==> src/hdl/pfs_pkg.sv <==
package pfs_pkg;

	// register bus geometry
	localparam int          PFS_ADR_W     = 8;
	localparam int          PFS_DAT_W     = 32;
	localparam int          PFS_NUM_REGS  = 4;
	localparam int          PFS_HALF_W    = 16;
	localparam int          PFS_SEL_W     = 4;
	localparam int          PFS_PADS      = 16;
	localparam int          PFS_MASK_LSB  = 16;

	// byte offsets of the selection registers
	localparam logic [7:0]  PFS_OFS_GROUP2B_UPPER = 8'h2C;
	localparam logic [7:0]  PFS_OFS_GROUP2C_LOWER = 8'h30;
	localparam logic [7:0]  PFS_OFS_GROUP2C_UPPER = 8'h34;
	localparam logic [7:0]  PFS_OFS_GROUP3A_LOWER = 8'h40;

	// values after reset and fixed read values
	localparam logic [15:0] PFS_SEL_RESET  = 16'h0000;
	localparam logic [15:0] PFS_MASK_READ  = 16'h0000;
	localparam logic [31:0] PFS_UNMAPPED   = 32'h0000_0000;

	// selector codes
	localparam logic [3:0]  PFS_CODE_GPIO  = 4'h0;
	localparam logic [3:0]  PFS_C5_AUDIO   = 4'h1;
	localparam logic [3:0]  PFS_C5_MIC_ALT = 4'h2;

	// pad c5 sits in group 2c upper, field 1
	localparam int          PFS_C5_REG     = 2;
	localparam int          PFS_C5_FIELD   = 1;

	// highest assigned code per pad, nibble 4*reg+field
	// reg0: b4..b7, reg1: c0..c3, reg2: c4..c7, reg3: a0..a3
	localparam logic [63:0] PFS_MAX_CODE   = 64'h4441_0121_1112_2212;

endpackage

==> src/hdl/pfs_wr_if.sv <==
`timescale 1ns/1ps
interface pfs_wr_if;
	logic        wr_en;
	logic [15:0] data;
	logic [15:0] mask;
	logic [15:0] q;

	modport ctl (
		output wr_en,
		output data,
		output mask,
		input  q
	);
	modport store (
		input  wr_en,
		input  data,
		input  mask,
		output q
	);
endinterface

==> src/hdl/pfs_bank.sv <==
`timescale 1ns/1ps
// How it works
// - a write sets low bit n only when mask bit 16+n is one.
// - a zero mask bit keeps the matching low bit, whatever data is written.
// - bits 31..16 are a write-only mask, read as zero, never stored.
// - pad c5 selector: 0 GPIO, 1 audio serial in, 2 mic data alternate.
module pfs_bank (
	// clock and reset
	input  wire logic        MCLK,
	input  wire logic        RESETN,
	// wishbone slave
	input  wire logic [7:0]  ADR_I,
	input  wire logic [31:0] DAT_I,
	input  wire logic [3:0]  SEL_I,
	input  wire logic        WE_I,
	input  wire logic        CYC_I,
	input  wire logic        STB_I,
	output logic      [31:0] DAT_O,
	output logic             ACK_O,
	// pad routing
	output logic      [63:0] PAD_ROUTE,
	output logic      [15:0] PAD_IS_GPIO,
	output logic             PAD_C5_AUDIO_IN_SEL,
	output logic             PAD_C5_MIC_ALT_SEL
);
	logic        ack;
	logic        next_ack;
	logic [31:0] rdata;
	logic [31:0] next_rdata;
	logic [63:0] route;
	logic [63:0] next_route;
	logic [15:0] is_gpio;
	logic [15:0] next_is_gpio;
	logic        c5_audio;
	logic        next_c5_audio;
	logic        c5_mic;
	logic        next_c5_mic;

	logic        req;
	logic [3:0]  hit;
	logic [15:0] eff_mask;
	logic [63:0] q_all;
	logic [3:0]  c5_code;

	assign req = CYC_I & STB_I;

	always_comb begin
		hit[0] = (ADR_I[7:2] == pfs_pkg::PFS_OFS_GROUP2B_UPPER[7:2]);
		hit[1] = (ADR_I[7:2] == pfs_pkg::PFS_OFS_GROUP2C_LOWER[7:2]);
		hit[2] = (ADR_I[7:2] == pfs_pkg::PFS_OFS_GROUP2C_UPPER[7:2]);
		hit[3] = (ADR_I[7:2] == pfs_pkg::PFS_OFS_GROUP3A_LOWER[7:2]);
	end

	// a mask byte only counts when its lane and the data lane are both enabled
	always_comb begin
		eff_mask[7:0]  = (SEL_I[2] & SEL_I[0]) ? DAT_I[23:16] : 8'h00;
		eff_mask[15:8] = (SEL_I[3] & SEL_I[1]) ? DAT_I[31:24] : 8'h00;
	end

	pfs_wr_if wr_bus [4] ();

	genvar k;
	generate
		for (k = 0; k < pfs_pkg::PFS_NUM_REGS; k++) begin : g_reg
			// write lands on the edge at which the master samples ack
			assign wr_bus[k].wr_en = req & ack & WE_I & hit[k];
			assign wr_bus[k].data  = DAT_I[15:0];
			assign wr_bus[k].mask  = eff_mask;
			assign q_all[k*16 +: 16] = wr_bus[k].q;

			pfs_mask_reg u_reg (
				.clk    (MCLK),
				.resetn (RESETN),
				.wr     (wr_bus[k].store)
			);
		end
	endgenerate

	// bus answer: ack one cycle after the request, dropped the next cycle
	always_comb begin
		next_ack   = req & ~ack;
		next_rdata = pfs_pkg::PFS_UNMAPPED;
		if (req && !ack && !WE_I) begin
			for (int i = 0; i < pfs_pkg::PFS_NUM_REGS; i++) begin
				if (hit[i]) begin
					next_rdata = {pfs_pkg::PFS_MASK_READ, q_all[i*16 +: 16]};
				end
			end
		end
	end

	always_ff @(posedge MCLK) begin
		if (!RESETN) begin
			ack   <= 1'b0;
			rdata <= pfs_pkg::PFS_UNMAPPED;
		end else begin
			ack   <= next_ack;
			rdata <= next_rdata;
		end
	end

	// pad routing: a reserved code must never reach a peripheral
	always_comb begin
		next_route   = 64'h0000_0000_0000_0000;
		next_is_gpio = 16'h0000;
		for (int p = 0; p < pfs_pkg::PFS_PADS; p++) begin
			if (q_all[p*4 +: 4] <= pfs_pkg::PFS_MAX_CODE[p*4 +: 4]) begin
				next_route[p*4 +: 4] = q_all[p*4 +: 4];
			end
			next_is_gpio[p] = (next_route[p*4 +: 4] == pfs_pkg::PFS_CODE_GPIO);
		end
	end

	assign c5_code = q_all[(pfs_pkg::PFS_C5_REG*4 + pfs_pkg::PFS_C5_FIELD)*4 +: 4];

	always_comb begin
		next_c5_audio = (c5_code == pfs_pkg::PFS_C5_AUDIO);
		next_c5_mic   = (c5_code == pfs_pkg::PFS_C5_MIC_ALT);
	end

	always_ff @(posedge MCLK) begin
		if (!RESETN) begin
			route    <= 64'h0000_0000_0000_0000;
			is_gpio  <= 16'hFFFF;
			c5_audio <= 1'b0;
			c5_mic   <= 1'b0;
		end else begin
			route    <= next_route;
			is_gpio  <= next_is_gpio;
			c5_audio <= next_c5_audio;
			c5_mic   <= next_c5_mic;
		end
	end

	assign DAT_O               = rdata;
	assign ACK_O               = ack;
	assign PAD_ROUTE           = route;
	assign PAD_IS_GPIO         = is_gpio;
	assign PAD_C5_AUDIO_IN_SEL = c5_audio;
	assign PAD_C5_MIC_ALT_SEL  = c5_mic;
endmodule

==> src/hdl/pfs_mask_reg.sv <==
`timescale 1ns/1ps
module pfs_mask_reg (
	// clock and reset
	input wire logic clk,
	input wire logic resetn,
	// write port
	pfs_wr_if.store  wr
);
	logic [15:0] q;
	logic [15:0] next_q;

	// mask is consumed here and never stored
	always_comb begin
		next_q = q;
		if (wr.wr_en) begin
			next_q = (wr.data & wr.mask) | (q & ~wr.mask);
		end
	end

	always_ff @(posedge clk) begin
		if (!resetn) begin
			q <= pfs_pkg::PFS_SEL_RESET;
		end else begin
			q <= next_q;
		end
	end

	assign wr.q = q;
endmodule

==> config.mk <==
export PLATFORM = sky130hd
export DESIGN_NAME = pfs_bank
export DESIGN_NICKNAME = d
export VERILOG_FILES = /design/src/hdl/pfs_pkg.sv /design/src/hdl/pfs_wr_if.sv /design/src/hdl/pfs_bank.sv /design/src/hdl/pfs_mask_reg.sv
export SDC_FILE = /design/constraint.sdc
export NUM_CORES = 1
export LEC_CHECK = 0
export BUFFER_PORTS_ARGS = -buffer_cell sky130_fd_sc_hd__buf_2
export CORE_MARGIN = 4
export CORE_UTILIZATION = 55
export CTS_BUF_LIST = sky130_fd_sc_hd__clkbuf_16
export DETAILED_ROUTE_END_ITERATION = 7
export PLACE_DENSITY_LB_ADDON = 0.25
export SLEW_MARGIN = 20
export SYNTH_ARGS = -nofsm -noshare
export SYNTH_HDL_FRONTEND = slang
export SYNTH_SLANG_ARGS = --single-unit
export TNS_END_PERCENT = 20
==> constraint.sdc <==
create_clock -name MCLK -period 2.39 [get_ports MCLK]
set_input_delay 0.1195 -clock MCLK [delete_from_list [all_inputs] [get_ports MCLK]]
set_output_delay 0.1195 -clock MCLK [all_outputs]
set_load 0.005 [all_outputs]
* After elaboration in Yosys (flattened, before gate mapping)
Cells that the tools add are included.
Widths: inputs -> output; s select.
** Storage, ports and cells
- Word-level logic and storage cells :: 100
- Register bits after elaboration :: 179
- Bits of input ports :: 49
- Output and inout port bits :: 115
** Cells by class
- Equal/unequal tests :: 6
- Magnitude comparators :: 16
- Reduce and logical (&&, ||, !) cells :: 22
- Bitwise operators :: 23
- Multiplexer cells :: 22
** Operators by type and width (number)
- $and 16x16->16 :: 5
- $logic_not 4->1 :: 16
- $mux 16 :: 4
- $mux 4 :: 16
- $or 16x16->16 :: 4
- $le 4x1->1 const B :: 8
- $le 4x2->1 const B :: 5
- $eq 6x4->1 const B :: 3
- $mux 8 :: 2
- $not 16->16 :: 1
- $le 4x3->1 const B :: 3
- $and 1x1->1 :: 10
- $eq 6x5->1 const B :: 1
- $reduce_or 5->1 :: 1
- $eq 4x1->1 const B :: 1
- $eq 4x2->1 const B :: 1
- $not 1->1 :: 3
- $logic_and 1x1->1 :: 2
- $logic_not 1->1 :: 2
- $reduce_and 2->1 :: 1

* Longest topological paths before layout
Gate-level depths: netlist of the first run.
- Word-level depth :: 5
- Depth in mapped cells :: 7
- Mapped depth without buffers :: 4

* Modules after synthesis
Synthesis of the first run repeated with hierarchy kept, for this count alone.
** Second synthesis, totals
- Cells, all modules :: 652
- Area, all modules :: 6287.3 sq um
** By module, submodules not included
- pfs_bank :: area an instance 3284.4 sq um, cells each 312, instances 1, seq. area each 1981.9 sq um
- pfs_mask_reg :: area an instance 750.7 sq um, cells each 85, instances 4, seq. area each 320.3 sq um

* Worst setup path after synthesis of the first run
OpenSTA, ideal clock, no wires.
- Path type :: register to register
- Start point :: register ack, in the netlist ACK_O
- End point :: register (tool-made name)
- Arrival :: 1.507 ns
- Data required time :: 2.260 ns
- Library setup time :: 0.130 ns
- Path slack :: 0.753 ns
- Stages on the path, launching flop included :: 7
- Period minus slack after synthesis :: 1.637 ns
- Path buffers :: 2
- Path through :: dfxtp_1 > and4_1 > clkbuf_1 > buf_2 > nand4_1 > o211ai_1 > o31ai_1
** RTL lines
- from (decl) :: RTL line pfs_bank.sv:26 : logic ack;
- from (signal assigned) :: RTL line pfs_bank.sv:97 : ack <= next_ack;

==> results of run 1 <==
-- synth_stat cells, drive strengths merged --
cell type  number  share of area (%)
buf            30                4.0
clkbuf         24                1.6
conb            2               0.13
and4            1               0.15
nor4b           4               0.61
o21ai          13                1.1
or2             2               0.22
mux2i           1               0.18
and3b           2               0.31
nor2b           5               0.55
or3             1               0.11
nand4          16                1.8
or3b            4               0.66
nand4b          1               0.15
a21oi          26                2.3
o31ai          63                8.7
a22oi          10                1.3
nor3            4               0.44
nand3           5               0.44
nor4            1               0.11
nand3b          2               0.26
nand2          30                2.0
and2            1               0.11
inv             8               0.53
o211ai         69                9.4
o2bb2ai         6               0.92
nand2b          4               0.44
nor3b          19                2.6
dfxtp         163                 57
nor2           24                1.6
or4             1               0.13
-- worst max-delay path, stage by stage (launching register included) --
cell	delay (ns)
dfxtp_1	0.34
and4_1	0.43
buf_4	0.23
nand4_1	0.32
o211ai_1	0.36
o31ai_1	0.13
-- per-stage QoR --
stage / utilization (%) / hold slack [ns] / instances / instance area (sq um) / setup WS, ns
finish: 72.49 / 0.04114 / 868 / 7183 / 0.4323
global route: 72.49 / 0.03385 / 868 / 7183 / 0.3249
CTS: 72.49 / 0.03076 / 868 / 7183 / 0.4361
detailed placement: 66.62 / 0.4442 / 836 / 6601 / 0.5484
global placement: 66.62 / 0.4300 / 836 / 6601 / 0.5998
floorplan: - / 0.2993 / 595 / 5897 / 0.7526
-- per-layer routing --
metal / GRT usage, % / vias to the layer above / wire, um
met5: 0 / - / 0
met4: 8.014 / 0 / 244
met3: 7.281 / 26 / 1187
met2: 39.43 / 237 / 6809
met1: 28.60 / 2224 / 5933
li1: - / 2328 / -
-- power groups by stage --
stage	Clock [mW]	Sequential, mW	Combinational [mW]
floorplan	0	2.83	0.114
global placement	0	2.82	0.205
detailed placement	0	2.82	0.208
CTS	2.67	2.76	0.210
global route	2.79	2.76	0.237
finish	2.65	2.76	0.215
-- cell type report --
| type | count | share of cell area [%] |
|---|---|---|
| Sequential cell | 163 | 45.43 |
| Multi-Input combinational cell | 370 | 31.86 |
| Timing Repair Buffer | 162 | 11.88 |
| Clock buffer | 17 | 5.922 |
| Tap cell | 133 | 2.317 |
| Clock inverter | 15 | 2.177 |
| Inverter | 8 | 0.4180 |
-- worst max-delay path by stage --
stage                           from    to  slack [ns]
global placement    ACK_O$_SDFF_PN0_  flop        0.60
global route        ACK_O$_SDFF_PN0_  flop        0.32
finish              ACK_O$_SDFF_PN0_  flop        0.43
floorplan           ACK_O$_SDFF_PN0_  flop        0.75
detailed placement  ACK_O$_SDFF_PN0_  flop        0.55
CTS                 ACK_O$_SDFF_PN0_  flop        0.44
-- logic make-up after synthesis --
| logic type | after synthesis | share of synthesized area [%] |
|---|---|---|
| compound gates | 187 | 23.76 |
| flops | 163 | 57.27 |
| simple gates | 127 | 12.60 |
| buf+inv | 62 | 6.061 |
| mux | 1 | 0.1757 |
| other cells | 2 | 0.1318 |
==> flow_summary.json, run 1 <==
{
  "wl_per_cell_um": 16.33,
  "status": "completed",
  "drc": 0,
  "p_switching_mw": 1.244,
  "gp_congestion": 0.8463,
  "grt_use_total_pct": 23.52,
  "critPathMaxFanout": 10,
  "seq_area_frac_synth_pct": 57.27,
  "hp-class": "in2reg",
  "io_pins": 164,
  "post-route-min-period_ns": 1.958,
  "r2r-start": "ACK_O$_SDFF_PN0_",
  "final_cell_mix": "dfxtp_1, buf_2, o211ai_1, o31ai_1, conb_1",
  "grt_pass1_wl_um": 21890,
  "sw_frac_of_total_pct": 22.14,
  "rsz0062_at_grt": "false",
  "grt_pass1_vias": 4508,
  "worstSetupPathType": "reg2reg",
  "power_mw": 5.620,
  "postSynthAreaPerCell_sq_um": 10.51,
  "grt_max_degree": 43,
  "ys_types": 39,
  "fillerInstances": 778,
  "die_w_um": 109.8,
  "ant_nets": 0,
  "yosysWarnings": 0,
  "post_cts_resize_count": 0,
  "wl_um": 14170,
  "p_per_area_nw_per_um2": 782.4,
  "die_h_um": 109.8,
  "multi_input_area_sq_um": 2288,
  "layout.nets": 771,
  "clk_pin_slew_ns": 0.07,
  "drtIter0Drc": 207,
  "layout_commonest_cell": "dfxtp_1",
  "numCtsBuffers": 17,
  "p_leak_nw": 2.955,
  "vias": 4815,
  "layout-drive-gt1-share_pct": 28.30,
  "cp-start-kind": "flop",
  "cp.required_ns": 2.67,
  "initial_core_util_pct": 57.50,
  "ff_latch_area_sq_um": 3263,
  "end_kind": "flop",
  "cts_buffer_depth": 2,
  "relSlewSlack_pct": 56.87,
  "cp_data_arrival_time_ns": 2.24,
  "h-tree-depth": 4,
  "clkSinkCount": 163,
  "dp_hpwl_um": 9620,
  "grt_overflow": 0,
  "skew_ns": 0.008876,
  "netlist_instances": 542,
  "power_frac_seq_pct": 49.1,
  "p_clk_share_pct": 47.1,
  "maxCapViolations": 0,
  "reg2reg_depth": 5,
  "dieArea_sq_um": 12050,
  "fin_crit_sh_pct": 81.91,
  "cts_tree": "built",
  "syn_area_sq_um": 5698,
  "vias_per_cell": 5.547,
  "reg2reg_slack_ns": 0.43,
  "drtPass1Iterations": 4,
  "postCtsSetupBuffers": 0,
  "hold_buffers": 0,
  "synth_seq_cells": 163,
  "num_antenna_cells": 0,
  "fmax_mhz": 510.8,
  "min-delay-start": "DAT_I[4]",
  "synthToLayoutAreaGrowth_pct": 26.07,
  "insertion_delay_ns": 0.42,
  "core_area_sq_um": 9910,
  "setup_tns_ns": 0,
  "setup_violations": 0,
  "row_count": 36,
  "p_int_mw": 4.376,
  "vdd_drop_max_v": 0.0003939,
  "p_comb_share_pct": 3.8,
  "worst_hold_path.num_cells": 3,
  "antenna_found_initial": 0,
  "root_buffer": "clkbuf_16",
  "io_buffers": 145,
  "final_max_slew_viol_count": 0,
  "hold_violations": 0,
  "worst_pin_slew_ns": 0.6469
}
(Power assumes the default switching activity.)
==> run 2, diff against run 1 <==
Settings changed: CORE_UTILIZATION 55 to 51.
Clock period 2.39 ns to 1.9 ns, I/O delays scaled along.
==> flow_summary.json, run 2 (same netlist as run 1, synthesis figures left out) <==
{
  "reg2reg_slack_ns": 0.14,
  "p_int_mw": 5.648,
  "max_stage_delay_ns": 0.41,
  "sw_frac_of_total_pct": 21.66,
  "rsz0062_at_grt": "false",
  "core_area_sq_um": 10890,
  "layout_commonest_cell": "dfxtp_1",
  "fin_crit_sh_pct": 92.53,
  "hold_violations": 0,
  "ant_nets": 0,
  "setup_violations": 0,
  "worst_hold_path.num_cells": 3,
  "insertion_delay_ns": 0.42,
  "grt_use_total_pct": 22.40,
  "grt_max_degree": 43,
  "critPathMaxFanout": 16,
  "row_count": 38,
  "cts_buffer_depth": 2,
  "drtIter0Drc": 230,
  "maxCapViolations": 0,
  "layout-drive-gt1-share_pct": 28.49,
  "setup_tns_ns": 0,
  "hp-class": "in2reg",
  "final_area_sq_um": 7312,
  "root_buffer": "clkbuf_16",
  "clk_pin_slew_ns": 0.06,
  "p_per_area_nw_per_um2": 985.9,
  "placed_cell_area_sq_um": 6645,
  "cp_data_arrival_time_ns": 2.04,
  "min-delay-start": "DAT_I[0]",
  "initial_core_util_pct": 52.33,
  "synthToLayoutAreaGrowth_pct": 28.33,
  "worstSetupPathType": "reg2reg",
  "h-tree-depth": 4,
  "drtPass1Iterations": 5,
  "dieArea_sq_um": 12930,
  "io_pins": 164,
  "reg2reg_depth": 5,
  "status": "completed",
  "worst_pin_slew_ns": 0.6787,
  "drc": 0,
  "dp_hpwl_um": 9777,
  "fillerInstances": 872,
  "cp_slowest_cell": "nand4_1",
  "die_w_um": 113.7,
  "wl_per_cell_um": 16.25,
  "p_switching_mw": 1.561,
  "end_kind": "flop",
  "final_max_slew_viol_count": 0,
  "skew_ns": 0.005111,
  "num_antenna_cells": 0,
  "gp_congestion": 0.8257,
  "layout.nets": 780,
  "clkSinkCount": 163,
  "vias_per_cell": 5.389,
  "p_clk_share_pct": 47.9,
  "cts_tree": "built",
  "p_comb_share_pct": 4.0,
  "post_cts_resize_count": 0,
  "cp_cell_sequence": "and4_1 > buf_4 > nand4_1 > o211ai_1 > o31ai_1",
  "wl_um": 14370,
  "p_leak_nw": 3.007,
  "vdd_drop_max_v": 0.0005791,
  "final_cell_mix": "dfxtp_1, buf_2, o211ai_1, o31ai_1, conb_1",
  "io_buffers": 145,
  "power_frac_seq_pct": 48.2,
  "post-route-min-period_ns": 1.758,
  "vias": 4764,
  "numCtsBuffers": 17,
  "r2r-start": "ACK_O$_SDFF_PN0_",
  "grt_pass1_wl_um": 22830,
  "fmax_mhz": 568.8,
  "relSlewSlack_pct": 54.75,
  "grt_pass1_vias": 4641,
  "grt_overflow": 0,
  "die_h_um": 113.7,
  "cp.required_ns": 2.18,
  "antenna_found_initial": 0,
  "cp-start-kind": "flop"
}
run 2: changes by cell type in the layout (fill, tap and decap cells not counted):
cell,delta
inv_6,-1
buf_12,+1
clkinv_1,-1
dlygate4sd3_1,+6
clkinvlp_4,+1
bufinv_16,+1
buf_4,+2
run 2: metrics by stage:
stage          hold WS [ns]  power, mW  setup slack (ns)  std cells  utilization (%)
5_1_grt             0.01419      7.451           0.02429        884            67.16
2_1_floorplan        0.2748      3.700            0.2626        595                -
3_3_place_gp         0.4096      3.808            0.2027        846            61.03
6_report            0.02461      7.209            0.1419        884            67.16
4_1_cts            0.005687      7.261            0.2124        884            67.16
3_5_place_dp         0.4238      3.818            0.1106        846            61.03
run 2: area by class of cell:
class | instances | area [sq um] | share of cell area [%]
clock buffers | 17 | 425.4 | 5.818
well taps | 140 | 175.2 | 2.396
clock inverters | 15 | 181.4 | 2.481
repair buffers | 171 | 948.4 | 12.97
flip-flops and latches | 163 | 3263 | 44.63
inverters | 8 | 30.03 | 0.4107
multi-input cells | 370 | 2288 | 31.30
run 2: metal layers:
layer | vias up | global-route usage (%) | routed length (um)
li1 | 2340 | - | -
met1 | 2212 | 28.16 | 6112
met2 | 192 | 36.28 | 6933
met3 | 20 | 5.889 | 1070
met4 | 0 | 9.936 | 252
met5 | - | 0 | 0
run 2: critical path: cells and delay by family (launching register included):
family | cells | cell delay (ns)
simple gates | 2 | 0.62
buf+inv | 1 | 0.24
compound gates | 2 | 0.41
flops | 1 | 0.36
run 2: timing repair:
item / in CTS / in global routing
setup buffers: 0 / 0
hold buffers: 6 / 0
endpoints found under the hold margin: 7 / 0
run 2: power by group through the flow:
stage	logic (mW)	clock network (mW)	registers, mW
after floorplan	0.143	0	3.56
after global placement	0.262	0	3.55
after detailed placement	0.269	0	3.55
after CTS	0.279	3.51	3.47
after global routing	0.313	3.66	3.47
final	0.286	3.45	3.47
run 2: how the worst max path moves through the flow:
stage	cells past startpoint	to	slack [ns]	from
detailed placement	5	flop	0.11	ADR_I[7]
global placement	6	flop	0.20	ADR_I[7]
CTS	5	flop	0.21	ACK_O$_SDFF_PN0_
floorplan	6	flop	0.26	ACK_O$_SDFF_PN0_
finish	5	flop	0.14	ACK_O$_SDFF_PN0_
global route	5	flop	0.02	ACK_O$_SDFF_PN0_
